--- config.mk ---
export PLATFORM = sky130hd
export DESIGN_NAME = clq_qualifier
export DESIGN_NICKNAME = d
export VERILOG_FILES = /design/src/clq_pkg.sv /design/src/clq_qualifier.sv
export SDC_FILE = /design/constraint.sdc
export NUM_CORES = 1
export LEC_CHECK = 0
export ABC_AREA = 1
export BUFFER_PORTS_ARGS = -buffer_cell sky130_fd_sc_hd__buf_4
export CORE_MARGIN = 2
export CORE_UTILIZATION = 50
export CTS_CLUSTER_SIZE = 28
export DETAILED_ROUTE_END_ITERATION = 12
export PLACE_DENSITY_LB_ADDON = 0.1
export SLEW_MARGIN = 20
export SYNTH_ARGS = -nofsm -noshare
export SYNTH_HDL_FRONTEND = slang
export SYNTH_SLANG_ARGS = --single-unit
--- constraint.sdc ---
create_clock -name clock -period 2.5 [get_ports clock]
set_clock_uncertainty 0.2 [all_clocks]
set_input_delay 0.5 -clock clock [delete_from_list [all_inputs] [get_ports clock]]
set_output_delay 0.5 -clock clock [all_outputs]
set_load 0.02 [all_outputs]
--- src/clq_pkg.sv ---
// package for the current limit configuration qualifier
// assumes a 10 MHz core clock; shared by the design and the bench
package clq_pkg;
  localparam int CLOCK_MHZ = 10;
  localparam int BLANK_GND_NS = 672;
  localparam int BLANK_WIND_NS = 352;
  localparam int BLANK_GND_CYC = (BLANK_GND_NS * CLOCK_MHZ + 999) / 1000;
  localparam int BLANK_WIND_CYC = (BLANK_WIND_NS * CLOCK_MHZ + 999) / 1000;
  localparam int LEVEL_VIOL_ALLOWED = 4;
  localparam int CODE_GROUP_SIZE = 8;
  localparam int CNT_W = 5;
  localparam int BLANK_W = 8;
  // register offsets
  localparam logic [3:0] REG_CTRL = 4'h0;
  localparam logic [3:0] REG_STATUS = 4'h1;
  localparam logic [3:0] REG_MASK = 4'h2;
  localparam logic [3:0] REG_ACTIVE = 4'h3;
  // ctrl field positions
  localparam int CTRL_OVR_BIT = 0;
  localparam int CTRL_METHOD_LSB = 1;
  localparam int CTRL_BLANK_LSB = 4;
  localparam int CTRL_VIOL_LSB = 12;
  localparam logic [31:0] CTRL_RESET = 32'h0000_0000;
  localparam logic [1:0] STATUS_RESET = 2'h0;
  localparam logic [1:0] MASK_RESET = 2'h0;
  // status bits
  localparam int ST_FAULT = 0;
  localparam int ST_VIOL = 1;

  typedef enum logic [1:0] {
    CLQ_LEVEL_LOW,
    CLQ_LEVEL_OPEN,
    CLQ_LEVEL_HIGH
  } clq_level_t;

  typedef enum logic [1:0] {
    CLQ_GND_SWITCH,
    CLQ_WIND_DOWN,
    CLQ_WIND_UP
  } clq_method_t;

  typedef struct packed {
    logic a_has_resistor;
    logic b_is_resistor;
    clq_level_t b_level;
    logic [4:0] b_code;
  } clq_strap_t;

  typedef struct packed {
    clq_method_t method;
    logic [BLANK_W-1:0] blank_cycles;
    logic [CNT_W-1:0] viol_allowed;
  } clq_cfg_t;

  typedef struct packed {
    logic [3:0] addr;
    logic [31:0] wdata;
    logic wr;
    logic rd;
  } clq_bus_t;
endpackage

--- src/clq_qualifier.sv ---
// current limit configuration qualifier: strap decode, blanking, violation count, fault
// assumes comparator and window inputs synchronous to clock; straps stable after reset
//
// Operation
// - finite resistor on strap a: strap b level picks method, blanking, four violations
// - no resistor on strap a: ignore strap b, use ground switch sensing
// - lowest eight strap b codes: ground switch, 672 ns, odd counts 1 to 15
// - middle eight codes: down-slope winding sensing, 352 ns, odd counts 1 to 15
// - highest eight codes: up-slope winding sensing, 352 ns, odd counts 1 to 15
// - during blanking take no measurement, ignore comparator; blanking length configurable
// - count violations, declare fault only after allowed count is exceeded
// - host written sensing method overrides the strapped one
// - sample current only inside the sensing window for the chosen method
`timescale 1ns/10ps
module clq_qualifier
  import clq_pkg::*;
(
  // clock and reset
  input wire logic clock,
  input wire logic rst_b,
  // strap decoder
  input wire clq_strap_t strap,
  // sensing windows from the switching controller
  input wire logic low_side_on,
  input wire logic down_slope_win,
  input wire logic up_slope_win,
  // comparator
  input wire logic over_limit,
  // register port
  input wire clq_bus_t bus,
  output logic [31:0] rdata,
  // results
  output clq_method_t active_method,
  output logic sample_valid,
  output logic fault,
  output logic irq
);

  clq_cfg_t strap_cfg;
  clq_cfg_t next_strap_cfg;
  logic [31:0] ctrl;
  logic [1:0] status;
  logic [1:0] mask;
  logic [BLANK_W-1:0] blank_cnt;
  logic [CNT_W-1:0] viol_cnt;
  logic win_d;
  logic strap_taken;
  logic window;
  logic win_start;
  logic meas;
  logic viol_ev;
  logic fault_ev;
  clq_method_t method;
  logic [BLANK_W-1:0] blank_len;
  logic [CNT_W-1:0] allowed;

  // odd allowed count for a resistor code within its group
  function automatic logic [CNT_W-1:0] odd_count(input logic [4:0] code);
    odd_count = CNT_W'({code[2:0], 1'b1});
  endfunction

  function automatic logic [BLANK_W-1:0] blank_for(input clq_method_t m);
    blank_for = (m == CLQ_GND_SWITCH) ? BLANK_W'(BLANK_GND_CYC) : BLANK_W'(BLANK_WIND_CYC);
  endfunction

  always_comb begin
    next_strap_cfg.method = CLQ_GND_SWITCH;
    next_strap_cfg.viol_allowed = CNT_W'(LEVEL_VIOL_ALLOWED);
    if (!strap.a_has_resistor) begin
      next_strap_cfg.method = CLQ_GND_SWITCH;
    end else if (strap.b_is_resistor) begin
      if (strap.b_code < 5'(CODE_GROUP_SIZE)) begin
        next_strap_cfg.method = CLQ_GND_SWITCH;
      end else if (strap.b_code < 5'(2 * CODE_GROUP_SIZE)) begin
        next_strap_cfg.method = CLQ_WIND_DOWN;
      end else begin
        next_strap_cfg.method = CLQ_WIND_UP;
      end
      next_strap_cfg.viol_allowed = odd_count(strap.b_code);
    end else begin
      unique case (strap.b_level)
        CLQ_LEVEL_LOW: next_strap_cfg.method = CLQ_GND_SWITCH;
        CLQ_LEVEL_OPEN: next_strap_cfg.method = CLQ_WIND_DOWN;
        CLQ_LEVEL_HIGH: next_strap_cfg.method = CLQ_WIND_UP;
        default: next_strap_cfg.method = CLQ_GND_SWITCH;
      endcase
    end
    next_strap_cfg.blank_cycles = blank_for(next_strap_cfg.method);
  end

  // straps caught once, first edge after reset release
  always_ff @(posedge clock or negedge rst_b) begin
    if (!rst_b) begin
      strap_cfg <= '0;
      strap_taken <= 1'b0;
    end else if (!strap_taken) begin
      strap_cfg <= next_strap_cfg;
      strap_taken <= 1'b1;
    end
  end

  // zero blanking and count fields in ctrl fall back to the strapped value; method falls back only while the override bit is clear
  always_comb begin
    method = ctrl[CTRL_OVR_BIT] ? clq_method_t'(ctrl[CTRL_METHOD_LSB +: 2]) : strap_cfg.method;
    blank_len = (ctrl[CTRL_BLANK_LSB +: BLANK_W] != '0) ? ctrl[CTRL_BLANK_LSB +: BLANK_W]
                                                         : strap_cfg.blank_cycles;
    allowed = (ctrl[CTRL_VIOL_LSB +: CNT_W] != '0) ? ctrl[CTRL_VIOL_LSB +: CNT_W] : strap_cfg.viol_allowed;
    unique case (method)
      CLQ_WIND_DOWN: window = down_slope_win;
      CLQ_WIND_UP: window = up_slope_win;
      default: window = low_side_on;
    endcase
  end

  assign win_start = window && !win_d;
  assign meas = strap_taken && window && !win_start && (blank_cnt == '0);
  assign viol_ev = meas && over_limit;
  assign fault_ev = viol_ev && (viol_cnt >= allowed) && !fault;

  always_ff @(posedge clock or negedge rst_b) begin
    if (!rst_b) begin
      win_d <= 1'b0;
    end else begin
      win_d <= window;
    end
  end

  // blanking counter restarts at each window start
  always_ff @(posedge clock or negedge rst_b) begin
    if (!rst_b) begin
      blank_cnt <= '0;
    end else if (win_start) begin
      blank_cnt <= blank_len - BLANK_W'(1);
    end else if (!window) begin
      blank_cnt <= '0;
    end else if (blank_cnt != '0) begin
      blank_cnt <= blank_cnt - BLANK_W'(1);
    end
  end

  always_ff @(posedge clock or negedge rst_b) begin
    if (!rst_b) begin
      viol_cnt <= '0;
    end else if (meas && !over_limit) begin
      viol_cnt <= '0;
    end else if (viol_ev && viol_cnt != '1) begin
      viol_cnt <= viol_cnt + CNT_W'(1);
    end
  end

  always_ff @(posedge clock or negedge rst_b) begin
    if (!rst_b) begin
      fault <= 1'b0;
      sample_valid <= 1'b0;
      active_method <= CLQ_GND_SWITCH;
    end else begin
      if (fault_ev) begin
        fault <= 1'b1;
      end else if (bus.wr && bus.addr == REG_STATUS && bus.wdata[ST_FAULT]) begin
        fault <= 1'b0;
      end
      sample_valid <= meas;
      active_method <= method;
    end
  end

  always_ff @(posedge clock or negedge rst_b) begin
    if (!rst_b) begin
      ctrl <= CTRL_RESET;
      mask <= MASK_RESET;
    end else if (bus.wr) begin
      if (bus.addr == REG_CTRL) begin
        ctrl <= bus.wdata;
      end
      if (bus.addr == REG_MASK) begin
        mask <= bus.wdata[1:0];
      end
    end
  end

  // sticky status, set wins over write-one clear
  always_ff @(posedge clock or negedge rst_b) begin
    if (!rst_b) begin
      status <= STATUS_RESET;
    end else begin
      status <= (status & ~((bus.wr && bus.addr == REG_STATUS) ? bus.wdata[1:0] : 2'h0))
                | {viol_ev, fault_ev};
    end
  end

  always_ff @(posedge clock or negedge rst_b) begin
    if (!rst_b) begin
      irq <= 1'b0;
    end else begin
      irq <= |(status & mask);
    end
  end

  always_ff @(posedge clock or negedge rst_b) begin
    if (!rst_b) begin
      rdata <= 32'h0000_0000;
    end else if (bus.rd) begin
      unique case (bus.addr)
        REG_CTRL: rdata <= ctrl;
        REG_STATUS: rdata <= {30'h0, status};
        REG_MASK: rdata <= {30'h0, mask};
        REG_ACTIVE: rdata <= {11'h0, allowed, blank_len, fault, viol_cnt, method};
        default: rdata <= 32'h0000_0000;
      endcase
    end else begin
      rdata <= 32'h0000_0000;
    end
  end

  strap_default_a: assert property (@(posedge clock) disable iff (!rst_b)
    (!strap_taken && !strap.a_has_resistor) |=> strap_cfg.method == CLQ_GND_SWITCH)
    else $error("no resistor strap did not select ground sensing");
  level_decode_a: assert property (@(posedge clock) disable iff (!rst_b)
    (!strap_taken && strap.a_has_resistor && !strap.b_is_resistor && strap.b_level == CLQ_LEVEL_OPEN)
    |=> strap_cfg.method == CLQ_WIND_DOWN && strap_cfg.viol_allowed == 5'd4)
    else $error("open level decode wrong");
  low_code_a: assert property (@(posedge clock) disable iff (!rst_b)
    (!strap_taken && strap.a_has_resistor && strap.b_is_resistor && strap.b_code == 5'd7)
    |=> strap_cfg.method == CLQ_GND_SWITCH && strap_cfg.viol_allowed == 5'd15 && strap_cfg.blank_cycles == 8'd7)
    else $error("low code decode wrong");
  mid_code_a: assert property (@(posedge clock) disable iff (!rst_b)
    (!strap_taken && strap.a_has_resistor && strap.b_is_resistor && strap.b_code == 5'd14)
    |=> strap_cfg.method == CLQ_WIND_DOWN && strap_cfg.viol_allowed == 5'd13 && strap_cfg.blank_cycles == 8'd4)
    else $error("middle code decode wrong");
  high_code_a: assert property (@(posedge clock) disable iff (!rst_b)
    (!strap_taken && strap.a_has_resistor && strap.b_is_resistor && strap.b_code == 5'd21)
    |=> strap_cfg.method == CLQ_WIND_UP && strap_cfg.viol_allowed == 5'd11)
    else $error("high code decode wrong");
  blank_quiet_a: assert property (@(posedge clock) disable iff (!rst_b)
    (win_start && blank_len == 8'd7 && strap_taken) |-> !meas [*7])
    else $error("measurement taken during blanking");
  fault_count_a: assert property (@(posedge clock) disable iff (!rst_b)
    $rose(fault) |-> $past(viol_cnt) >= $past(allowed))
    else $error("fault before allowed count reached");
  override_a: assert property (@(posedge clock) disable iff (!rst_b)
    ctrl[CTRL_OVR_BIT] |=> active_method == $past(ctrl[CTRL_METHOD_LSB +: 2]))
    else $error("host method not applied");
  blank_start_a: assert property (@(posedge clock) disable iff (!rst_b)
    (win_start && strap_taken) |=> blank_cnt == $past(blank_len) - 8'd1)
    else $error("blanking not restarted at window start");
  blank_hold_a: assert property (@(posedge clock) disable iff (!rst_b)
    (blank_cnt != '0) |-> !meas)
    else $error("measurement while blanking counter runs");
  sample_follow_a: assert property (@(posedge clock) disable iff (!rst_b)
    meas |=> sample_valid)
    else $error("sample valid missing after measurement");
  fault_hold_a: assert property (@(posedge clock) disable iff (!rst_b)
    (fault && !(bus.wr && bus.addr == REG_STATUS && bus.wdata[ST_FAULT])) |=> fault)
    else $error("fault dropped without clear");
  irq_set_a: assert property (@(posedge clock) disable iff (!rst_b)
    (|(status & mask)) |=> irq)
    else $error("interrupt missing for unmasked status");
  irq_clear_a: assert property (@(posedge clock) disable iff (!rst_b)
    !(|(status & mask)) |=> !irq)
    else $error("interrupt without unmasked status");
  rdata_idle_a: assert property (@(posedge clock) disable iff (!rst_b)
    !bus.rd |=> rdata == 32'h0000_0000)
    else $error("read data not zero outside read");
  window_only_a: assert property (@(posedge clock) disable iff (!rst_b)
    meas |-> window)
    else $error("sample outside sensing window");
  count_clear_a: assert property (@(posedge clock) disable iff (!rst_b)
    (meas && !over_limit) |=> viol_cnt == '0)
    else $error("violation count not cleared");

  fault_seen_c: cover property (@(posedge clock) disable iff (!rst_b) $rose(fault));
  override_seen_c: cover property (@(posedge clock) disable iff (!rst_b) ctrl[CTRL_OVR_BIT] && meas);
  irq_seen_c: cover property (@(posedge clock) disable iff (!rst_b) $rose(irq));
  blank_set_c: cover property (@(posedge clock) disable iff (!rst_b)
    (ctrl[CTRL_BLANK_LSB +: BLANK_W] != '0) && meas);
  clean_clear_c: cover property (@(posedge clock) disable iff (!rst_b)
    meas && !over_limit && (viol_cnt != '0));
endmodule

==> reports/qor.yml, run 1 <==
fin_util_pct: 62.8
max_freq_ghz: 0.437
crit_arrival_ps: 2340
grt_overflow: 0
p_leak_nw: 2.87
synth_area_leader_cell: "dfrtp_1"
track_usage_pct: 21.5
fill_cells: 768
cts_root_buffer: "clkbuf_8"
gr-usage-met3_pct: 3.65
hp-class: "input port to flip-flop"
first_global_vias: 3479
htree_levels: 3
hpwl_um: 7280
fin_nets: 641
routedWlPerCell_um: 14.3
yosys_most_used_dff: "dfrtp_1"
antenna_left: 0
path_max_fanout: 7
synthesis.nets: 545
hold_violations: 0
drive_above_1_share_pct: 26.0
viasPerCell: 5.02
seq_area_um2: 2400
post-cts-setup-buffers: 0
coreArea_um2: 8680
core.rowCount: 34
vias: 3456
power.density_nw_per_um2: 745
yosysWarnings: 0
clockBufferDepth: 2
grtUsageMet1_pct: 32.2
grt_setup_unrepaired: "false"
dr.pass1.iters: 4
finalCritPeriodShare_pct: 91.6
clock_latency_ps: 350
status: "completed"
peakVddDrop_v: 0.000320
startpoint_type: "flip-flop"
port_buffers: 89
syn_to_final_growth_pct: 22.8
synth_area_um2: 4440
drtIter0Drc: 141
end_kind: "flip-flop"
synth_area_leaders: "dfrtp_1 (54%), nand2_1 (7.4%), inv_1 (5.5%), nor2_1 (5.2%), a21oi_1 (4.8%)"
slew_violations: 0
yosysSeqAreaShare_pct: 54.1
fp.dieW_um: 98.2
synthArstFlopShare_pct: 100
grt_max_degree: 57
cts.sinks: 96
min_period_ps: 2290
tightest_slew_ps: 674
synth_cell_types: 38
synth.avg_cell_area_um2: 9.23
syn_inst: 481
cts.clk_slew.worst_paths_ps: 100
cts_tree: "built"
synth_seq_cells: 96
io-pin-count: 90
wl_um: 9870
start_util_pct: 51.2
multiInputGateArea_um2: 1690
die_y_um: 98.2
grt_pass1_wl_um: 16600
drcViolationCount: 0
setup_tns_ps: 0
cap_violations: 0
diodes: 0
dieArea_um2: 9650
antenna_found_initial: 0
synth_top_area_share_pct: 54.1
final-setup-viol-count: 0
synth_most_common_cell: "dfrtp_1"
grt_most_used_layer: "met1"
timing.slew.headroom_pct: 55.0
grt_util_met2_pct: 31.6
synth_edf_count: 0
cts_buffers: 9
required_ps: 2550
crit_type: "flip-flop to flip-flop"
synthTopCellsByCount: "dfrtp_1 (96), nand2_1 (88), inv_1 (65), nor2_1 (61), a21oi_1 (43)"
gp_congestion: 0.845
==> per-stage QoR <==
| step | setup slack [ps] | hold slack [ps] | instances | power, W | area (µm²) |
|---|---|---|---|---|---|
| floorplan | 352 | 4.41 | 481 | 0.00265 | 4440 |
| global placement | 228 | 273 | 673 | 0.00297 | 5230 |
| detailed placement | 148 | 281 | 673 | 0.00299 | 5230 |
| CTS | 124 | 158 | 689 | 0.00409 | 5450 |
| global route | 8.57 | 155 | 689 | 0.00433 | 5450 |
| finish | 211 | 178 | 689 | 0.00406 | 5450 |
==> critical path, stage by stage (launching register included) <==
cell,delay (ps)
dfrtp_1,440
o21ai_1,190
inv_1,90
ha_1,280
inv_1,40
nand3_1,70
o21ai_1,110
nor2_4,180
nand2_2,120
nor2_4,140
o21ai_1,170
nand2_1,100
nand2_1,50
==> sequential cells by signal, summed over array words and instances, names as in the netlist <==
name,cells
active_method,2
blank_cnt,8
ctrl,32
fault,1
irq,1
mask,2
rdata,32
sample_valid,1
status,2
strap_cfg,8
strap_taken,1
viol_cnt,5
win_d,1
==> timing repair <==
item	CTS	global route
gates resized for setup	0	3
endpoints found under the hold margin	37	0
endpoints found under the setup margin	0	13
hold buffers	1	0
==> power breakdown <==
group          switching [W]  internal, W  total (W)
logic               0.000595     0.000418    0.00101
registers           0.000177      0.00178    0.00196
clock network       0.000530     0.000561    0.00109
total                0.00130      0.00276    0.00406
==> area by class of cell <==
cell class | count | share of cell area [%]
inverters | 69 | 4.75
multi-input cells | 304 | 31.0
repair buffers | 97 | 13.9
flip-flops and latches | 96 | 44.1
clock buffers | 10 | 2.34
well taps | 108 | 2.48
clock inverters | 5 | 1.49
==> metal layers <==
| metal | routed length (µm) | up-vias |
|---|---|---|
| met5 | 0 | - |
| met4 | 187 | 0 |
| met3 | 448 | 16 |
| met2 | 4350 | 99 |
| met1 | 4870 | 1619 |
| li1 | - | 1722 |
==> worst paths after layout <==
check                              start     endpoint  slack (ps)  cells after the start
worst max-delay path             ctrl[0]  viol_cnt[4]         210                     12
worst min-delay path             bus[21]     ctrl[19]         180                      2
worst max register to register   ctrl[0]  viol_cnt[4]         210                     12
worst min register to register  ctrl[31]    rdata[31]         290                      2
max in group asynchronous          rst_b    rdata[25]        1000                      3
min in group asynchronous          rst_b     rdata[3]         450                      2
==> placed cells by master, fill, tap and decap left out, types with 2 or more instances in the layout <==
| cell | netlist | routed |
|---|---|---|
| dfrtp_1 | 96 | 96 |
| buf_4 | 1 | 94 |
| nand2_1 | 88 | 87 |
| inv_1 | 65 | 65 |
| nor2_1 | 61 | 61 |
| a21oi_1 | 43 | 43 |
| nand3_1 | 14 | 14 |
| o21ai_0 | 16 | 13 |
| ha_1 | 11 | 11 |
| a21oi_2 | 10 | 10 |
| clkbuf_8 | 0 | 9 |
| mux2_4 | 8 | 8 |
| o21ai_1 | 4 | 7 |
| nand2_2 | 6 | 7 |
| a22oi_1 | 5 | 5 |
| nor2_4 | 5 | 5 |
| inv_2 | 4 | 4 |
| nand4_1 | 4 | 4 |
| nor3_1 | 4 | 4 |
| o21bai_1 | 3 | 3 |
| a22o_1 | 3 | 3 |
| xor2_1 | 3 | 3 |
| nor3_4 | 2 | 2 |
| o22ai_1 | 2 | 2 |
| bufinv_16 | 0 | 2 |
| buf_12 | 0 | 2 |
==> cell families (layout without fill, tap and decap cells) <==
kind of cell | after synthesis | after routing | synth area share, %
XOR/XNOR | 4 | 4 | 0.789
buffers and inverters | 81 | 181 | 7.84
multiplexers | 8 | 8 | 2.71
AND/OR/NAND/NOR | 191 | 191 | 19.5
AO/OA/AOI/OAI | 89 | 89 | 11.8
adder cells (fa/ha/maj) | 11 | 11 | 3.10
other | 1 | 1 | 0.0845
flip-flops | 96 | 96 | 54.1
Power figures use the tool's default switching activity.
==> run 2: changes to the inputs <==
- CORE_UTILIZATION: 50 -> 30
==> run 2 against run 1 <==
Net effect: combinational power is 5% higher; utilization is 24 points lower; largest cell class unchanged; maximum frequency is 1.7% higher; via count is 2.2% lower; critical path depth stayed put; worst setup slack better by 38 ps; critical path type unchanged; hold slack worse by 6.5 ps; global-route usage is 7.0 points lower; critical endpoint unchanged; sequential power hardly changed.
==> reports/qor.yml, run 2 (synthesis results as in run 1) <==
status: "completed"
path_max_fanout: 6  # -1
core.rowCount: 44  # +29%
fin_nets: 645  # +0.62%
cts.clk_slew.worst_paths_ps: 70  # -30 ps
p_leak_nw: 2.93  # +2.2%
first_global_vias: 3419  # -1.7%
htree_levels: 3  # unchanged
cts_root_buffer: "clkbuf_16"
port_buffers: 89  # unchanged
startpoint_type: "flip-flop"
max_freq_ghz: 0.444  # +1.7%
cts.sinks: 96  # unchanged
dr_wl_met3_um: 581  # +30%
track_usage_pct: 14.6  # -7.0 points
fill_cells: 1484  # +93%
finalCritPeriodShare_pct: 90.1  # -1.5 points
layout_commonest_cell: "buf_4"
dr.pass1.iters: 4  # unchanged
reg_top3: "ctrl x32, rdata x32"
layout_common_cells: "buf_4 (98), dfrtp_1 (96), nand2_1 (87), inv_1 (65), nor2_1 (61)"
dieArea_um2: 15800  # +64%
io-pin-count: 90  # unchanged
peakVddDrop_v: 0.000277  # -14%
clockBufferDepth: 2  # unchanged
antenna_left: 0  # unchanged
dp.cells: 752  # +12%
hp-start: "strap[2]"
grt_max_degree: 65  # +14%
grt_overflow: 0  # unchanged
syn_to_final_growth_pct: 27.6
grt_pass1_wl_um: 17800  # +6.9%
drive_above_1_share_pct: 26.8  # +0.80 points
diodes: 0  # unchanged
crit_type: "flip-flop to flip-flop"
wl_met2_um: 4800  # +10%
crit_arrival_ps: 2300  # -40 ps
setup_tns_ps: 0  # unchanged
top_layer: "met4"
coreArea_um2: 14500  # +67%
cts_buffers: 9  # unchanged
viasPerCell: 4.39  # -12%
reg2reg_from: "ctrl[0]"
instances_no_fill: 770  # +12%
hold_violations: 0  # unchanged
hp-class: "input port to flip-flop"
slew_violations: 0  # unchanged
cap_violations: 0  # unchanged
vias: 3380  # -2.2%
min_period_ps: 2250  # -37.7 ps
m1WireLength_um: 5510  # +13%
startpoint: "ctrl[0]"
final-setup-viol-count: 0  # unchanged
drcViolationCount: 0  # unchanged
grt_setup_unrepaired: "false"
antenna_found_initial: 0  # unchanged
fp.dieW_um: 126  # +28%
gp_congestion: 0.828  # -2.1%
clock_latency_ps: 350  # about the same
wl_um: 11000  # +11%
cts_tree: "built"
die_y_um: 126  # +28%
routedWlPerCell_um: 14.3  # -0.30%
drtIter0Drc: 169  # +20%
end_kind: "flip-flop"
start_util_pct: 30.7  # -20 points
p_total_w: 0.00439  # +8.1%
required_ps: 2540  # about the same
power.density_nw_per_um2: 775  # +4.0%
hpwl_um: 8170  # +12%
run 2: changes by cell type in the layout (fill, tap and decap cells not counted):
cell and change:
clkbuf_16 +9, clkbuf_8 -9, buf_4 +4, clkinv_2 +2, bufinv_16 -1, clkbuf_1 -1, clkinv_4 +1
run 2: report_power, final:
part           leakage (nW)  switching, W  internal [W]  total, W
logic                  1.58      0.000620      0.000438   0.00106
registers              1.21      0.000160       0.00178   0.00194
clock network         0.146      0.000614      0.000776   0.00139
total                  2.93       0.00139       0.00299   0.00439
run 2: per-layer routing:
layer  vias to the layer above  GRT usage [%]
met2                        72           20.4
li1                       1732              -
met5                         -              0
met4                         0           5.10
met1                      1569           21.5
met3                         7           4.08
run 2: final timing paths:
path,end,slack [ps],cells after the start
max,viol_cnt[4],250,12
min,strap_cfg[3],170,2
max reg2reg,viol_cnt[4],250,12
min reg2reg,rdata[29],290,2
max in group asynchronous,ctrl[8],1270,3
min in group asynchronous,mask[1],500,3
run 2: critical path: stages (launching register included):
cell     delay, ps
dfrtp_1        430
o21ai_1        200
inv_1           90
ha_1           280
inv_1           50
nand3_1         70
o21ai_1        110
nor2_4         170
nand2_2        110
nor2_4         140
o21ai_1        160
nand2_1        100
nand2_1         50
run 2: area by class of cell:
cell class | count | area [µm²] | share of cell area (%)
Clock buffer | 9 | 225 | 3.98
Clock inverter | 7 | 70.1 | 1.24
Inverter | 69 | 259 | 4.57
Multi-Input combinational cell | 304 | 1690 | 29.9
Sequential cell | 96 | 2400 | 42.4
Tap cell | 184 | 230 | 4.06
Timing Repair Buffer | 101 | 786 | 13.9
run 2: what timing repair did:
item,4_1_cts,5_1_grt
endpoints found under the setup margin,0,13
hold buffers,1,0
hold endpoints to repair,64,0
gates resized for setup,0,3
buffers inserted,0,1
run 2: metrics by stage:
stage / setup WS [ps] / cell area [µm²] / utilization [%] / hold slack (ps)
CTS: 94.6 / 5660 / 39.1 / 156
global route: 8.12 / 5660 / 39.1 / 159
detailed placement: 107 / 5350 / 37.0 / 270
finish: 249 / 5660 / 39.1 / 172
floorplan: 352 / 4440 / - / 4.41
global placement: 166 / 5350 / 37.0 / 267
